$ cat src/shared/drc_pkg.sv
// Package: register map, reset values and timing constants for the ramp/carrier block
// Summary of operation
// - Ramp time unit: seconds or minutes
// - Accel time: zero to ramp reference
// - Decel time: ramp reference down to zero
// - Reference select: 0 max, 1 set frequency
// - Recompute slope whenever set frequency changes while reference select is 1
// - Carrier programmable 0.5 to 16.0 kHz
// - Vector control limits carrier 1.5-8.0 kHz
// - Direction bit inverts rotation, like phase swap
// - Factory initialisation clears direction inversion
// - Up/down base only for digital source
// - Up/down from running or set frequency
// - Thermal adjust lowers carrier when hot
// - Carrier restored stepwise once cool again
// - Motor set select: 0 first, 1 second
// - Assigned terminal overrides motor set setting
// - Each motor set keeps own settings; here only accel, decel and control method are per set, the rest is shared
// - Percent reference: 100.0 percent equals maximum
package drc_pkg;
  localparam int unsigned CLK_PERIOD_NS    = 40;
  localparam int unsigned RAMP_QUANTUM_NS  = 10_000_000;
  localparam int unsigned RAMP_QUANTUM_CYC = RAMP_QUANTUM_NS / CLK_PERIOD_NS;
  localparam logic [5:0]  MINUTE_QUANTA    = 6'h3c;
  localparam logic [6:0]  DERATE_QUANTA    = 7'h64;
  localparam logic [15:0] CAR_MIN          = 16'h0005;
  localparam logic [15:0] CAR_MAX          = 16'h00a0;
  localparam logic [15:0] CAR_VEC_MIN      = 16'h000f;
  localparam logic [15:0] CAR_VEC_MAX      = 16'h0050;
  localparam logic [15:0] CAR_STEP         = 16'h0005;
  localparam logic [15:0] UPDOWN_STEP      = 16'h000a;
  localparam logic [31:0] PCT_FULL         = 32'h0000_03e8;
  localparam logic        UNIT_SEC         = 1'b1;
  localparam logic        RST_UNIT         = 1'b1;
  localparam logic        RST_REF_SEL      = 1'b0;
  localparam logic        RST_UD_SEL       = 1'b0;
  localparam logic        RST_THERM        = 1'b0;
  localparam logic        RST_MSET         = 1'b0;
  localparam logic [15:0] RST_RAMP_TIME    = 16'h03e8;
  localparam logic [15:0] RST_CARRIER      = 16'h0028;
  localparam logic [15:0] RST_MAX_FREQ     = 16'h1388;
  localparam logic [15:0] RST_SET_FREQ     = 16'h1388;
  localparam logic [4:0]  ADR_UNIT         = 5'h00;
  localparam logic [4:0]  ADR_ACCEL1       = 5'h01;
  localparam logic [4:0]  ADR_DECEL1       = 5'h02;
  localparam logic [4:0]  ADR_CARRIER      = 5'h03;
  localparam logic [4:0]  ADR_REF_SEL      = 5'h04;
  localparam logic [4:0]  ADR_UD_SEL       = 5'h05;
  localparam logic [4:0]  ADR_THERM        = 5'h06;
  localparam logic [4:0]  ADR_MSET         = 5'h07;
  localparam logic [4:0]  ADR_CTRL         = 5'h08;
  localparam logic [4:0]  ADR_MAX_FREQ     = 5'h09;
  localparam logic [4:0]  ADR_SET_FREQ     = 5'h0a;
  localparam logic [4:0]  ADR_ACCEL2       = 5'h0b;
  localparam logic [4:0]  ADR_DECEL2       = 5'h0c;
  localparam logic [4:0]  ADR_CMD          = 5'h0d;
  localparam logic [4:0]  ADR_STATUS       = 5'h0e;
  localparam logic [4:0]  ADR_OUT_FREQ     = 5'h0f;
  localparam logic [4:0]  ADR_CAR_EFF      = 5'h10;

  typedef enum logic [1:0] {DIV_IDLE = 2'b00, DIV_RUN = 2'b01, DIV_DONE = 2'b11} drc_div_st_t;

  typedef struct packed {
    logic [4:0]  addr;
    logic [15:0] wdata;
    logic        wr;
    logic        rd;
  } drc_bus_req_t;
endpackage

$ cat src/hw/drc_ramp_carrier.sv
// Ramp generator, carrier derating, direction and motor set selection with register port
//
// Our own choices: the address map and the strobed register port.
`timescale 1ns/1ps
module drc_ramp_carrier
  import drc_pkg::*;
#(
  parameter int unsigned TICK_CYCLES = RAMP_QUANTUM_CYC
)
(
  input  wire logic         clk_in,
  input  wire logic         rst_in,
  input  wire drc_bus_req_t bus_in,
  output logic [15:0]       rdata_out,
  input  wire logic         up_key_in,
  input  wire logic         down_key_in,
  input  wire logic         heatsink_hot_in,
  input  wire logic         motor_term_in,
  input  wire logic         motor_term_assigned_in,
  input  wire logic         freq_src_digital_in,
  input  wire logic [9:0]   pct_ref_in,
  output logic [15:0]       freq_out,
  output logic [15:0]       carrier_out,
  output logic              dir_reverse_out,
  output logic              active_motor_set_out
);

  typedef struct packed {
    logic        unit;
    logic [15:0] accel1;
    logic [15:0] decel1;
    logic [15:0] accel2;
    logic [15:0] decel2;
    logic [15:0] car_set;
    logic        ref_sel;
    logic        ud_sel;
    logic        therm;
    logic        mset;
    logic        dir;
    logic        vec1;
    logic        vec2;
    logic [15:0] max_freq;
    logic [15:0] set_freq;
    logic [15:0] rdata;
    logic [1:0]  up_s;
    logic [1:0]  dn_s;
    logic [1:0]  hot_s;
    logic [1:0]  term_s;
    logic        up_d;
    logic        dn_d;
    logic        act_set;
    logic [17:0] tick_cnt;
    logic [5:0]  min_cnt;
    logic [6:0]  der_cnt;
    drc_div_st_t div_st;
    logic [4:0]  div_cnt;
    logic [16:0] div_rem;
    logic [31:0] div_quot;
    logic [31:0] div_dvd;
    logic [15:0] div_ref;
    logic [15:0] div_time;
    logic [31:0] step;
    logic [31:0] out_q;
    logic [15:0] car_eff;
  } drc_state_t;

  drc_state_t s;
  drc_state_t next_s;

  logic        up_ev;
  logic        dn_ev;
  logic        act;
  logic        vec_act;
  logic [15:0] acc_t;
  logic [15:0] dec_t;
  logic [15:0] target;
  logic [15:0] ramp_ref;
  logic [31:0] tgt32;
  logic        rising;
  logic [15:0] ramp_t;
  logic        quantum;
  logic        ramp_tick;
  logic        der_tick;
  logic [15:0] car_lo;
  logic [15:0] car_hi;
  logic [15:0] car_prog;
  logic [31:0] pct_freq;
  logic [16:0] rem_sh;
  logic [16:0] ud_sum;
  logic [15:0] ud_base;

  // Software-visible settings back to their factory values
  function automatic drc_state_t drc_defaults(input drc_state_t x);
    drc_state_t y;
    y          = x;
    y.unit     = RST_UNIT;
    y.accel1   = RST_RAMP_TIME;
    y.decel1   = RST_RAMP_TIME;
    y.accel2   = RST_RAMP_TIME;
    y.decel2   = RST_RAMP_TIME;
    y.car_set  = RST_CARRIER;
    y.ref_sel  = RST_REF_SEL;
    y.ud_sel   = RST_UD_SEL;
    y.therm    = RST_THERM;
    y.mset     = RST_MSET;
    y.dir      = 1'b0;
    y.vec1     = 1'b0;
    y.vec2     = 1'b0;
    y.max_freq = RST_MAX_FREQ;
    y.set_freq = RST_SET_FREQ;
    return y;
  endfunction

  ////////////////////////////////////////////////////////////////////////////////
  always_comb
  begin
    next_s       = s;
    next_s.rdata = 16'h0000;
    next_s.up_s   = {s.up_s[0], up_key_in};
    next_s.dn_s   = {s.dn_s[0], down_key_in};
    next_s.hot_s  = {s.hot_s[0], heatsink_hot_in};
    next_s.term_s = {s.term_s[0], motor_term_in};
    next_s.up_d   = s.up_s[1];
    next_s.dn_d   = s.dn_s[1];
    up_ev = s.up_s[1] & ~s.up_d;
    dn_ev = s.dn_s[1] & ~s.dn_d;

    // Terminal wins over the setting when it is assigned
    act = motor_term_assigned_in ? s.term_s[1] : s.mset;
    next_s.act_set = act;
    vec_act = act ? s.vec2 : s.vec1;
    acc_t   = act ? s.accel2 : s.accel1;
    dec_t   = act ? s.decel2 : s.decel1;

    pct_freq = (32'(pct_ref_in) * 32'(s.max_freq)) / PCT_FULL;
    target   = freq_src_digital_in ? s.set_freq : pct_freq[15:0];
    // Above 100 percent the product can overflow 16 bits, so a nonzero upper half also clamps the slice
    if (target > s.max_freq || (!freq_src_digital_in && pct_freq[31:16] != 16'h0000))
      target = s.max_freq;
    ramp_ref = s.ref_sel ? target : s.max_freq;
    tgt32    = {target, 16'h0000};
    rising   = s.out_q < tgt32;
    ramp_t   = rising ? acc_t : dec_t;

    // Time base: one ramp tick is 0.01 of the selected unit
    quantum = s.tick_cnt == 18'(TICK_CYCLES - 1);
    next_s.tick_cnt = quantum ? 18'h00000 : s.tick_cnt + 18'h00001;
    if (quantum)
      next_s.min_cnt = (s.min_cnt == MINUTE_QUANTA - 6'h01) ? 6'h00 : s.min_cnt + 6'h01;
    ramp_tick = quantum && (s.unit == UNIT_SEC || s.min_cnt == MINUTE_QUANTA - 6'h01);
    der_tick  = quantum && s.der_cnt == DERATE_QUANTA - 7'h01;
    if (quantum)
      next_s.der_cnt = der_tick ? 7'h00 : s.der_cnt + 7'h01;

    // Serial divider: slope = reference / time, started again from idle after any operand change
    rem_sh = {s.div_rem[15:0], s.div_dvd[31]};
    case (s.div_st)
      DIV_IDLE:
      begin
        if (ramp_ref != s.div_ref || ramp_t != s.div_time)
        begin
          next_s.div_ref  = ramp_ref;
          next_s.div_time = ramp_t;
          next_s.div_dvd  = {ramp_ref, 16'h0000};
          next_s.div_rem  = 17'h00000;
          next_s.div_quot = 32'h0000_0000;
          next_s.div_cnt  = 5'h00;
          next_s.div_st   = DIV_RUN;
        end
      end
      DIV_RUN:
      begin
        next_s.div_dvd = {s.div_dvd[30:0], 1'b0};
        if (rem_sh >= {1'b0, s.div_time})
        begin
          next_s.div_rem  = rem_sh - {1'b0, s.div_time};
          next_s.div_quot = {s.div_quot[30:0], 1'b1};
        end
        else
        begin
          next_s.div_rem  = rem_sh;
          next_s.div_quot = {s.div_quot[30:0], 1'b0};
        end
        next_s.div_cnt = s.div_cnt + 5'h01;
        if (s.div_cnt == 5'h1f)
          next_s.div_st = DIV_DONE;
      end
      DIV_DONE:
      begin
        next_s.step   = s.div_quot;
        next_s.div_st = DIV_IDLE;
      end
      default:
        next_s.div_st = DIV_IDLE;
    endcase

    // Ramp: fixed point 16.16; a stale slope is used until the divider finishes
    if (ramp_tick)
    begin
      if (rising)
      begin
        if (ramp_t == 16'h0000 || (tgt32 - s.out_q) <= s.step)
          next_s.out_q = tgt32;
        else
          next_s.out_q = s.out_q + s.step;
      end
      else if (s.out_q > tgt32)
      begin
        if (ramp_t == 16'h0000 || (s.out_q - tgt32) <= s.step)
          next_s.out_q = tgt32;
        else
          next_s.out_q = s.out_q - s.step;
      end
    end

    // Carrier window depends on control method of the active set
    car_lo   = vec_act ? CAR_VEC_MIN : CAR_MIN;
    car_hi   = vec_act ? CAR_VEC_MAX : CAR_MAX;
    car_prog = s.car_set;
    if (car_prog < car_lo)
      car_prog = car_lo;
    if (car_prog > car_hi)
      car_prog = car_hi;
    if (!s.therm)
      next_s.car_eff = car_prog;
    else if (der_tick)
    begin
      if (s.hot_s[1])
        next_s.car_eff = (s.car_eff > car_lo + CAR_STEP) ? s.car_eff - CAR_STEP : car_lo;
      else
        next_s.car_eff = (s.car_eff + CAR_STEP < car_prog) ? s.car_eff + CAR_STEP : car_prog;
    end
    // Setting lowered or method changed while derated
    if (next_s.car_eff > car_prog)
      next_s.car_eff = car_prog;
    if (next_s.car_eff < car_lo)
      next_s.car_eff = car_lo;

    // Up/down step only for the digital source; a bus write below takes priority
    ud_base = s.ud_sel ? s.set_freq : s.out_q[31:16];
    ud_sum  = {1'b0, ud_base} + {1'b0, UPDOWN_STEP};
    if (freq_src_digital_in && up_ev)
      next_s.set_freq = (ud_sum > {1'b0, s.max_freq}) ? s.max_freq : ud_sum[15:0];
    else if (freq_src_digital_in && dn_ev)
      next_s.set_freq = (ud_base > UPDOWN_STEP) ? ud_base - UPDOWN_STEP : 16'h0000;

    ////////////////////////////////////////////////////////////////////////////
    if (bus_in.wr)
    begin
      if (bus_in.addr == ADR_UNIT)
        next_s.unit = bus_in.wdata[0];
      else if (bus_in.addr == ADR_ACCEL1)
        next_s.accel1 = bus_in.wdata;
      else if (bus_in.addr == ADR_DECEL1)
        next_s.decel1 = bus_in.wdata;
      else if (bus_in.addr == ADR_CARRIER)
        next_s.car_set = bus_in.wdata;
      else if (bus_in.addr == ADR_REF_SEL)
        next_s.ref_sel = bus_in.wdata[0];
      else if (bus_in.addr == ADR_UD_SEL)
        next_s.ud_sel = bus_in.wdata[0];
      else if (bus_in.addr == ADR_THERM)
        next_s.therm = bus_in.wdata[0];
      else if (bus_in.addr == ADR_MSET)
        next_s.mset = bus_in.wdata[0];
      else if (bus_in.addr == ADR_CTRL)
        {next_s.vec2, next_s.vec1, next_s.dir} = bus_in.wdata[2:0];
      else if (bus_in.addr == ADR_MAX_FREQ)
        next_s.max_freq = bus_in.wdata;
      else if (bus_in.addr == ADR_SET_FREQ)
        next_s.set_freq = bus_in.wdata;
      else if (bus_in.addr == ADR_ACCEL2)
        next_s.accel2 = bus_in.wdata;
      else if (bus_in.addr == ADR_DECEL2)
        next_s.decel2 = bus_in.wdata;
      else if (bus_in.addr == ADR_CMD && bus_in.wdata[0])
        next_s = drc_defaults(next_s);
    end
    if (bus_in.rd)
    begin
      if (bus_in.addr == ADR_UNIT)
        next_s.rdata = {15'h0000, s.unit};
      else if (bus_in.addr == ADR_ACCEL1)
        next_s.rdata = s.accel1;
      else if (bus_in.addr == ADR_DECEL1)
        next_s.rdata = s.decel1;
      else if (bus_in.addr == ADR_CARRIER)
        next_s.rdata = s.car_set;
      else if (bus_in.addr == ADR_REF_SEL)
        next_s.rdata = {15'h0000, s.ref_sel};
      else if (bus_in.addr == ADR_UD_SEL)
        next_s.rdata = {15'h0000, s.ud_sel};
      else if (bus_in.addr == ADR_THERM)
        next_s.rdata = {15'h0000, s.therm};
      else if (bus_in.addr == ADR_MSET)
        next_s.rdata = {15'h0000, s.mset};
      else if (bus_in.addr == ADR_CTRL)
        next_s.rdata = {13'h0000, s.vec2, s.vec1, s.dir};
      else if (bus_in.addr == ADR_MAX_FREQ)
        next_s.rdata = s.max_freq;
      else if (bus_in.addr == ADR_SET_FREQ)
        next_s.rdata = s.set_freq;
      else if (bus_in.addr == ADR_ACCEL2)
        next_s.rdata = s.accel2;
      else if (bus_in.addr == ADR_DECEL2)
        next_s.rdata = s.decel2;
      else if (bus_in.addr == ADR_STATUS)
        next_s.rdata = {12'h000, s.div_st != DIV_IDLE, s.act_set, vec_act, s.hot_s[1]};
      else if (bus_in.addr == ADR_OUT_FREQ)
        next_s.rdata = s.out_q[31:16];
      else if (bus_in.addr == ADR_CAR_EFF)
        next_s.rdata = s.car_eff;
    end
  end

  always_ff @(posedge clk_in or posedge rst_in)
  begin
    if (rst_in)
    begin
      s         <= drc_defaults('0);
      s.car_eff <= RST_CARRIER;
    end
    else
      s <= next_s;
  end

  assign rdata_out            = s.rdata;
  assign freq_out             = s.out_q[31:16];
  assign carrier_out          = s.car_eff;
  assign dir_reverse_out      = s.dir;
  assign active_motor_set_out = s.act_set;
endmodule

$ cat config.mk
export PLATFORM = sky130hd
export DESIGN_NAME = drc_ramp_carrier
export DESIGN_NICKNAME = d
export VERILOG_FILES = /design/src/shared/drc_pkg.sv /design/src/hw/drc_ramp_carrier.sv
export SDC_FILE = /design/constraint.sdc
export NUM_CORES = 2
export LEC_CHECK = 0
export BUFFER_PORTS_ARGS = -buffer_cell sky130_fd_sc_hd__clkbuf_2
export CORE_MARGIN = 1.5
export CORE_UTILIZATION = 53
export CTS_CLUSTER_DIAMETER = 80
export DETAILED_ROUTE_END_ITERATION = 6
export HOLD_SLACK_MARGIN = 0.08
export PLACE_DENSITY = 0.71
export SLEW_MARGIN = 20
export SYNTH_ARGS = -nofsm -noshare
export SYNTH_HDL_FRONTEND = slang
export SYNTH_SLANG_ARGS = --single-unit
export TNS_END_PERCENT = 10
$ cat constraint.sdc
create_clock -name clk_in -period 29.5 [get_ports clk_in]
set_input_delay 4.425 -clock clk_in [delete_from_list [all_inputs] [get_ports clk_in]]
set_output_delay 4.425 -clock clk_in [all_outputs]
set_load 0.005 [all_outputs]
==> key figures <==
Min path
  – Worst hold path type: reg2reg

Finish
  – Fin cells: 5570
  – Final nets: 5042
  – Layout cells sized above 1: 0.108
  – Antenna cell count: 0
  – Fill cell count: 6533
  – P&R area growth vs syn: 7.69%

Synthesis
  – Register area share after synthesis: 0.238
  – Post-synthesis register bit count: 361
  – Top_reg_cell synth: dfrtp_1
  – Mapped Cells: 4631
  – Yosys top cell area share: 0.211
  – Top area cells in the synthesized netlist: dfrtp_1, ha_1, fa_1
  – Post-synth EDFFs: 0
  – Synth Cell Area: 0.0381 mm2
  – Ys async rst share: 1.00
  – Unique masters post-synth: 122
  – Area leader, netlist: dfrtp_1
  – Mapped Avg Cell Area: 8.24 um2
  – Yosys warns: 0

Routing
  – Final wirelength: 118000 um
  – Routed wire per std cell: 21.2 um
  – Residual DRC: 14
  – Total number of vias: 35275
  – Routed Antenna Nets: 0
  – Via density: 6.33
  – DRT Pass-1 Iters: 7
  – 1st-iter DRT viols: 3045

Clock network
  – Clock sink count: 361
  – Register clock-pin slew on the reported worst setup and hold paths: 60 ps
  – CTS Root Cell: clkbuf_16
  – TritonCTS Buffers: 43
  – H-tree levels: 2
  – Cts hold-fix bufs: 0
  – Clk_lat worst skew: 600 ps
  – CTS tree: yes
  – CTS max path bufs: 3

Floorplanning
  – IO Pins: 91
  – Area of the die: 0.0736 mm2
  – Core Area: 0.0714 mm2
  – Chip Width: 271 um
  – # rows: 98
  – Starting Density: 0.534
  – Chip height: 271 um

Timing
  – Post-layout min period: 28010 ps
  – Final Hold Fails: 0
  – Relative slew slack: 0.243
  – Final worst path period share: 0.949
  – Clock skew: 29.1 ps
  – Fmax: 0.0357 GHz
  – Final setup violation count: 0
  – Final Max Tran Viols: 0
  – Least-Margin Pin Slew: 1140 ps

Setup path
  – WP data arrival: 28530 ps
  – Crit end category: register
  – CP startpoint kind: input pin
  – Crit-path slowest cell: or4_4
  – Max incr delay on CP: 600 ps
  – Worst Path Max Fanout: 33
  – Type of the worst setup path: in2reg
  – CP Data Required Time: 30020 ps

Placement
  – Port Buffers: 90
  – Routability congestion estimate: 0.980
  – Placed insts: 5472
  – DP HPWL: 88600 um

Status
  – Violated checks: design-rule violations
  – Status: complete, but fails checks

Global routing
  – Largest net degree at the start of global routing: 115
  – Global Route Usage Sum: 0.314
  – Overflow after GRT: 0
  – First-pass GRT wire length: 187000 um
  – Vias in the first global route: 33747
  – Initial antenna violation count: 1

Job
  – Max-cap violations: 0
kinds of logic (layout without fill, tap and decap cells):
group,count (synthesis),count (layout),synth area share
xor gates and xnor gates,222,222,0.0520
DFF,361,361,0.238
and+or+nand+nor,1427,1428,0.183
AOI/OAI and AO/OA,1417,1417,0.250
buffers and inverters,609,582,0.0671
other,1,16,0.0000983
adders and majority gates,416,416,0.159
muxes,178,178,0.0507
synth_stat cells (all sizes together), types with 11 or more instances:
cell and count:
xnor2 154, or3 32, nor2b 58, dfrtp 322, dfstp 39, a31oi 31
a22o 87, a21o 77, or2 26, o21a 23, o21bai 46, nand3b 19
a221o 15, a222oi 18, nand4 59, ha 302, nand2 489, buf 103
and2 117, a221oi 37, mux2i 112, nand2b 58, nand3 102, o221ai 15
clkbuf 186, o211a 17, o21ai 358, and3 38, mux2 63, a21oi 374
o22ai 45, fa 113, a211oi 34, nor3 94, xor2 68, nor4 36
o2111ai 11, o211ai 20, nor2 262, o22a 18, a21boi 14, o31ai 26
a22oi 41, inv 320, o311ai 11
placed cells by master, fill, tap and decap left out, types with 32 or more instances in the layout:
cell type,instances
mux2_2,52
o21ai_0,254
a22oi_1,40
buf_4,92
clkbuf_16,43
o21ai_1,94
nor3_1,89
xnor2_1,147
a21oi_1,362
nand3_1,101
nor2b_1,56
clkbuf_2,89
nand2b_1,58
nand2_1,487
o21bai_1,46
nor2_1,253
and3_1,38
a221oi_1,33
mux2i_1,107
nand4_1,59
xor2_1,67
fa_1,113
nor4_1,33
or3_1,32
ha_1,302
and2_1,117
a22o_1,87
inv_1,314
a21o_1,75
dfrtp_1,322
dfstp_2,39
o22ai_1,45
registers in the layout (all words and copies together) (netlist names):
name                  cells
freq_out                 16
dir_reverse_out           1
rem_sh                   17
s                       294
carrier_out              16
active_motor_set_out      1
rdata_out                16
through the flow:
step                      TNS [ps]  hold WS, ps  utilization  setup WS, ps  cell area [um2]
after floorplan                  0          331            -          3240            38200
after global placement           0          333        0.548           502            39100
after detailed placement         0          336        0.548          27.0            39100
after CTS                        0          350        0.570           552            40700
after global routing          -467          352        0.576         -61.5            41100
final                            0          349        0.576          1490            41100
layout make-up:
type | instances | area (um2) | share of cell area
clock buffers | 51 | 1180 | 0.0286
clock inverters | 28 | 385 | 0.00938
inverters | 320 | 1210 | 0.0294
multi-input cells | 3677 | 26900 | 0.654
flip-flops and latches | 361 | 9080 | 0.221
well taps | 950 | 1190 | 0.0289
repair buffers | 183 | 1150 | 0.0281
repair_timing:
item | in CTS | in global routing
setup buffers | 0 | 18
resized for setup | 0 | 45
endpoints found under the setup margin | 0 | 133
critical path: cells and delay by family:
family | cells | cell delay, ps
muxes | 3 | 1240
and+or+nand+nor | 27 | 6040
adders and majority gates | 8 | 3550
AOI/OAI and AO/OA | 48 | 10940
buffers and inverters | 14 | 2040
xor gates and xnor gates | 1 | 240
final timing paths:
| kind | startpoint | endpoint | slack, ps | cells past startpoint |
|---|---|---|---|---|
| max | pct_ref_in[9] | rem_sh[11] | 1490 | 101 |
| min | s[238] | s[239] | 350 | 0 |
| max reg2reg | s[287] | rem_sh[11] | 4710 | 101 |
| min reg2reg | s[238] | s[239] | 350 | 0 |
| max in group asynchronous | rst_in | s[71] | 22630 | 5 |
| min in group asynchronous | rst_in | s[216] | 3950 | 2 |
layer usage:
metal,up-vias,track usage,share of wire
met5,-,0,0
met4,0,0.149,0.051
met3,331,0.0488,0.076
met2,1473,0.498,0.45
met1,16949,0.420,0.42
li1,16522,-,-
Power is not shown: default switching activity piles up to over one toggle a cycle in this logic, so the estimate is an artifact.
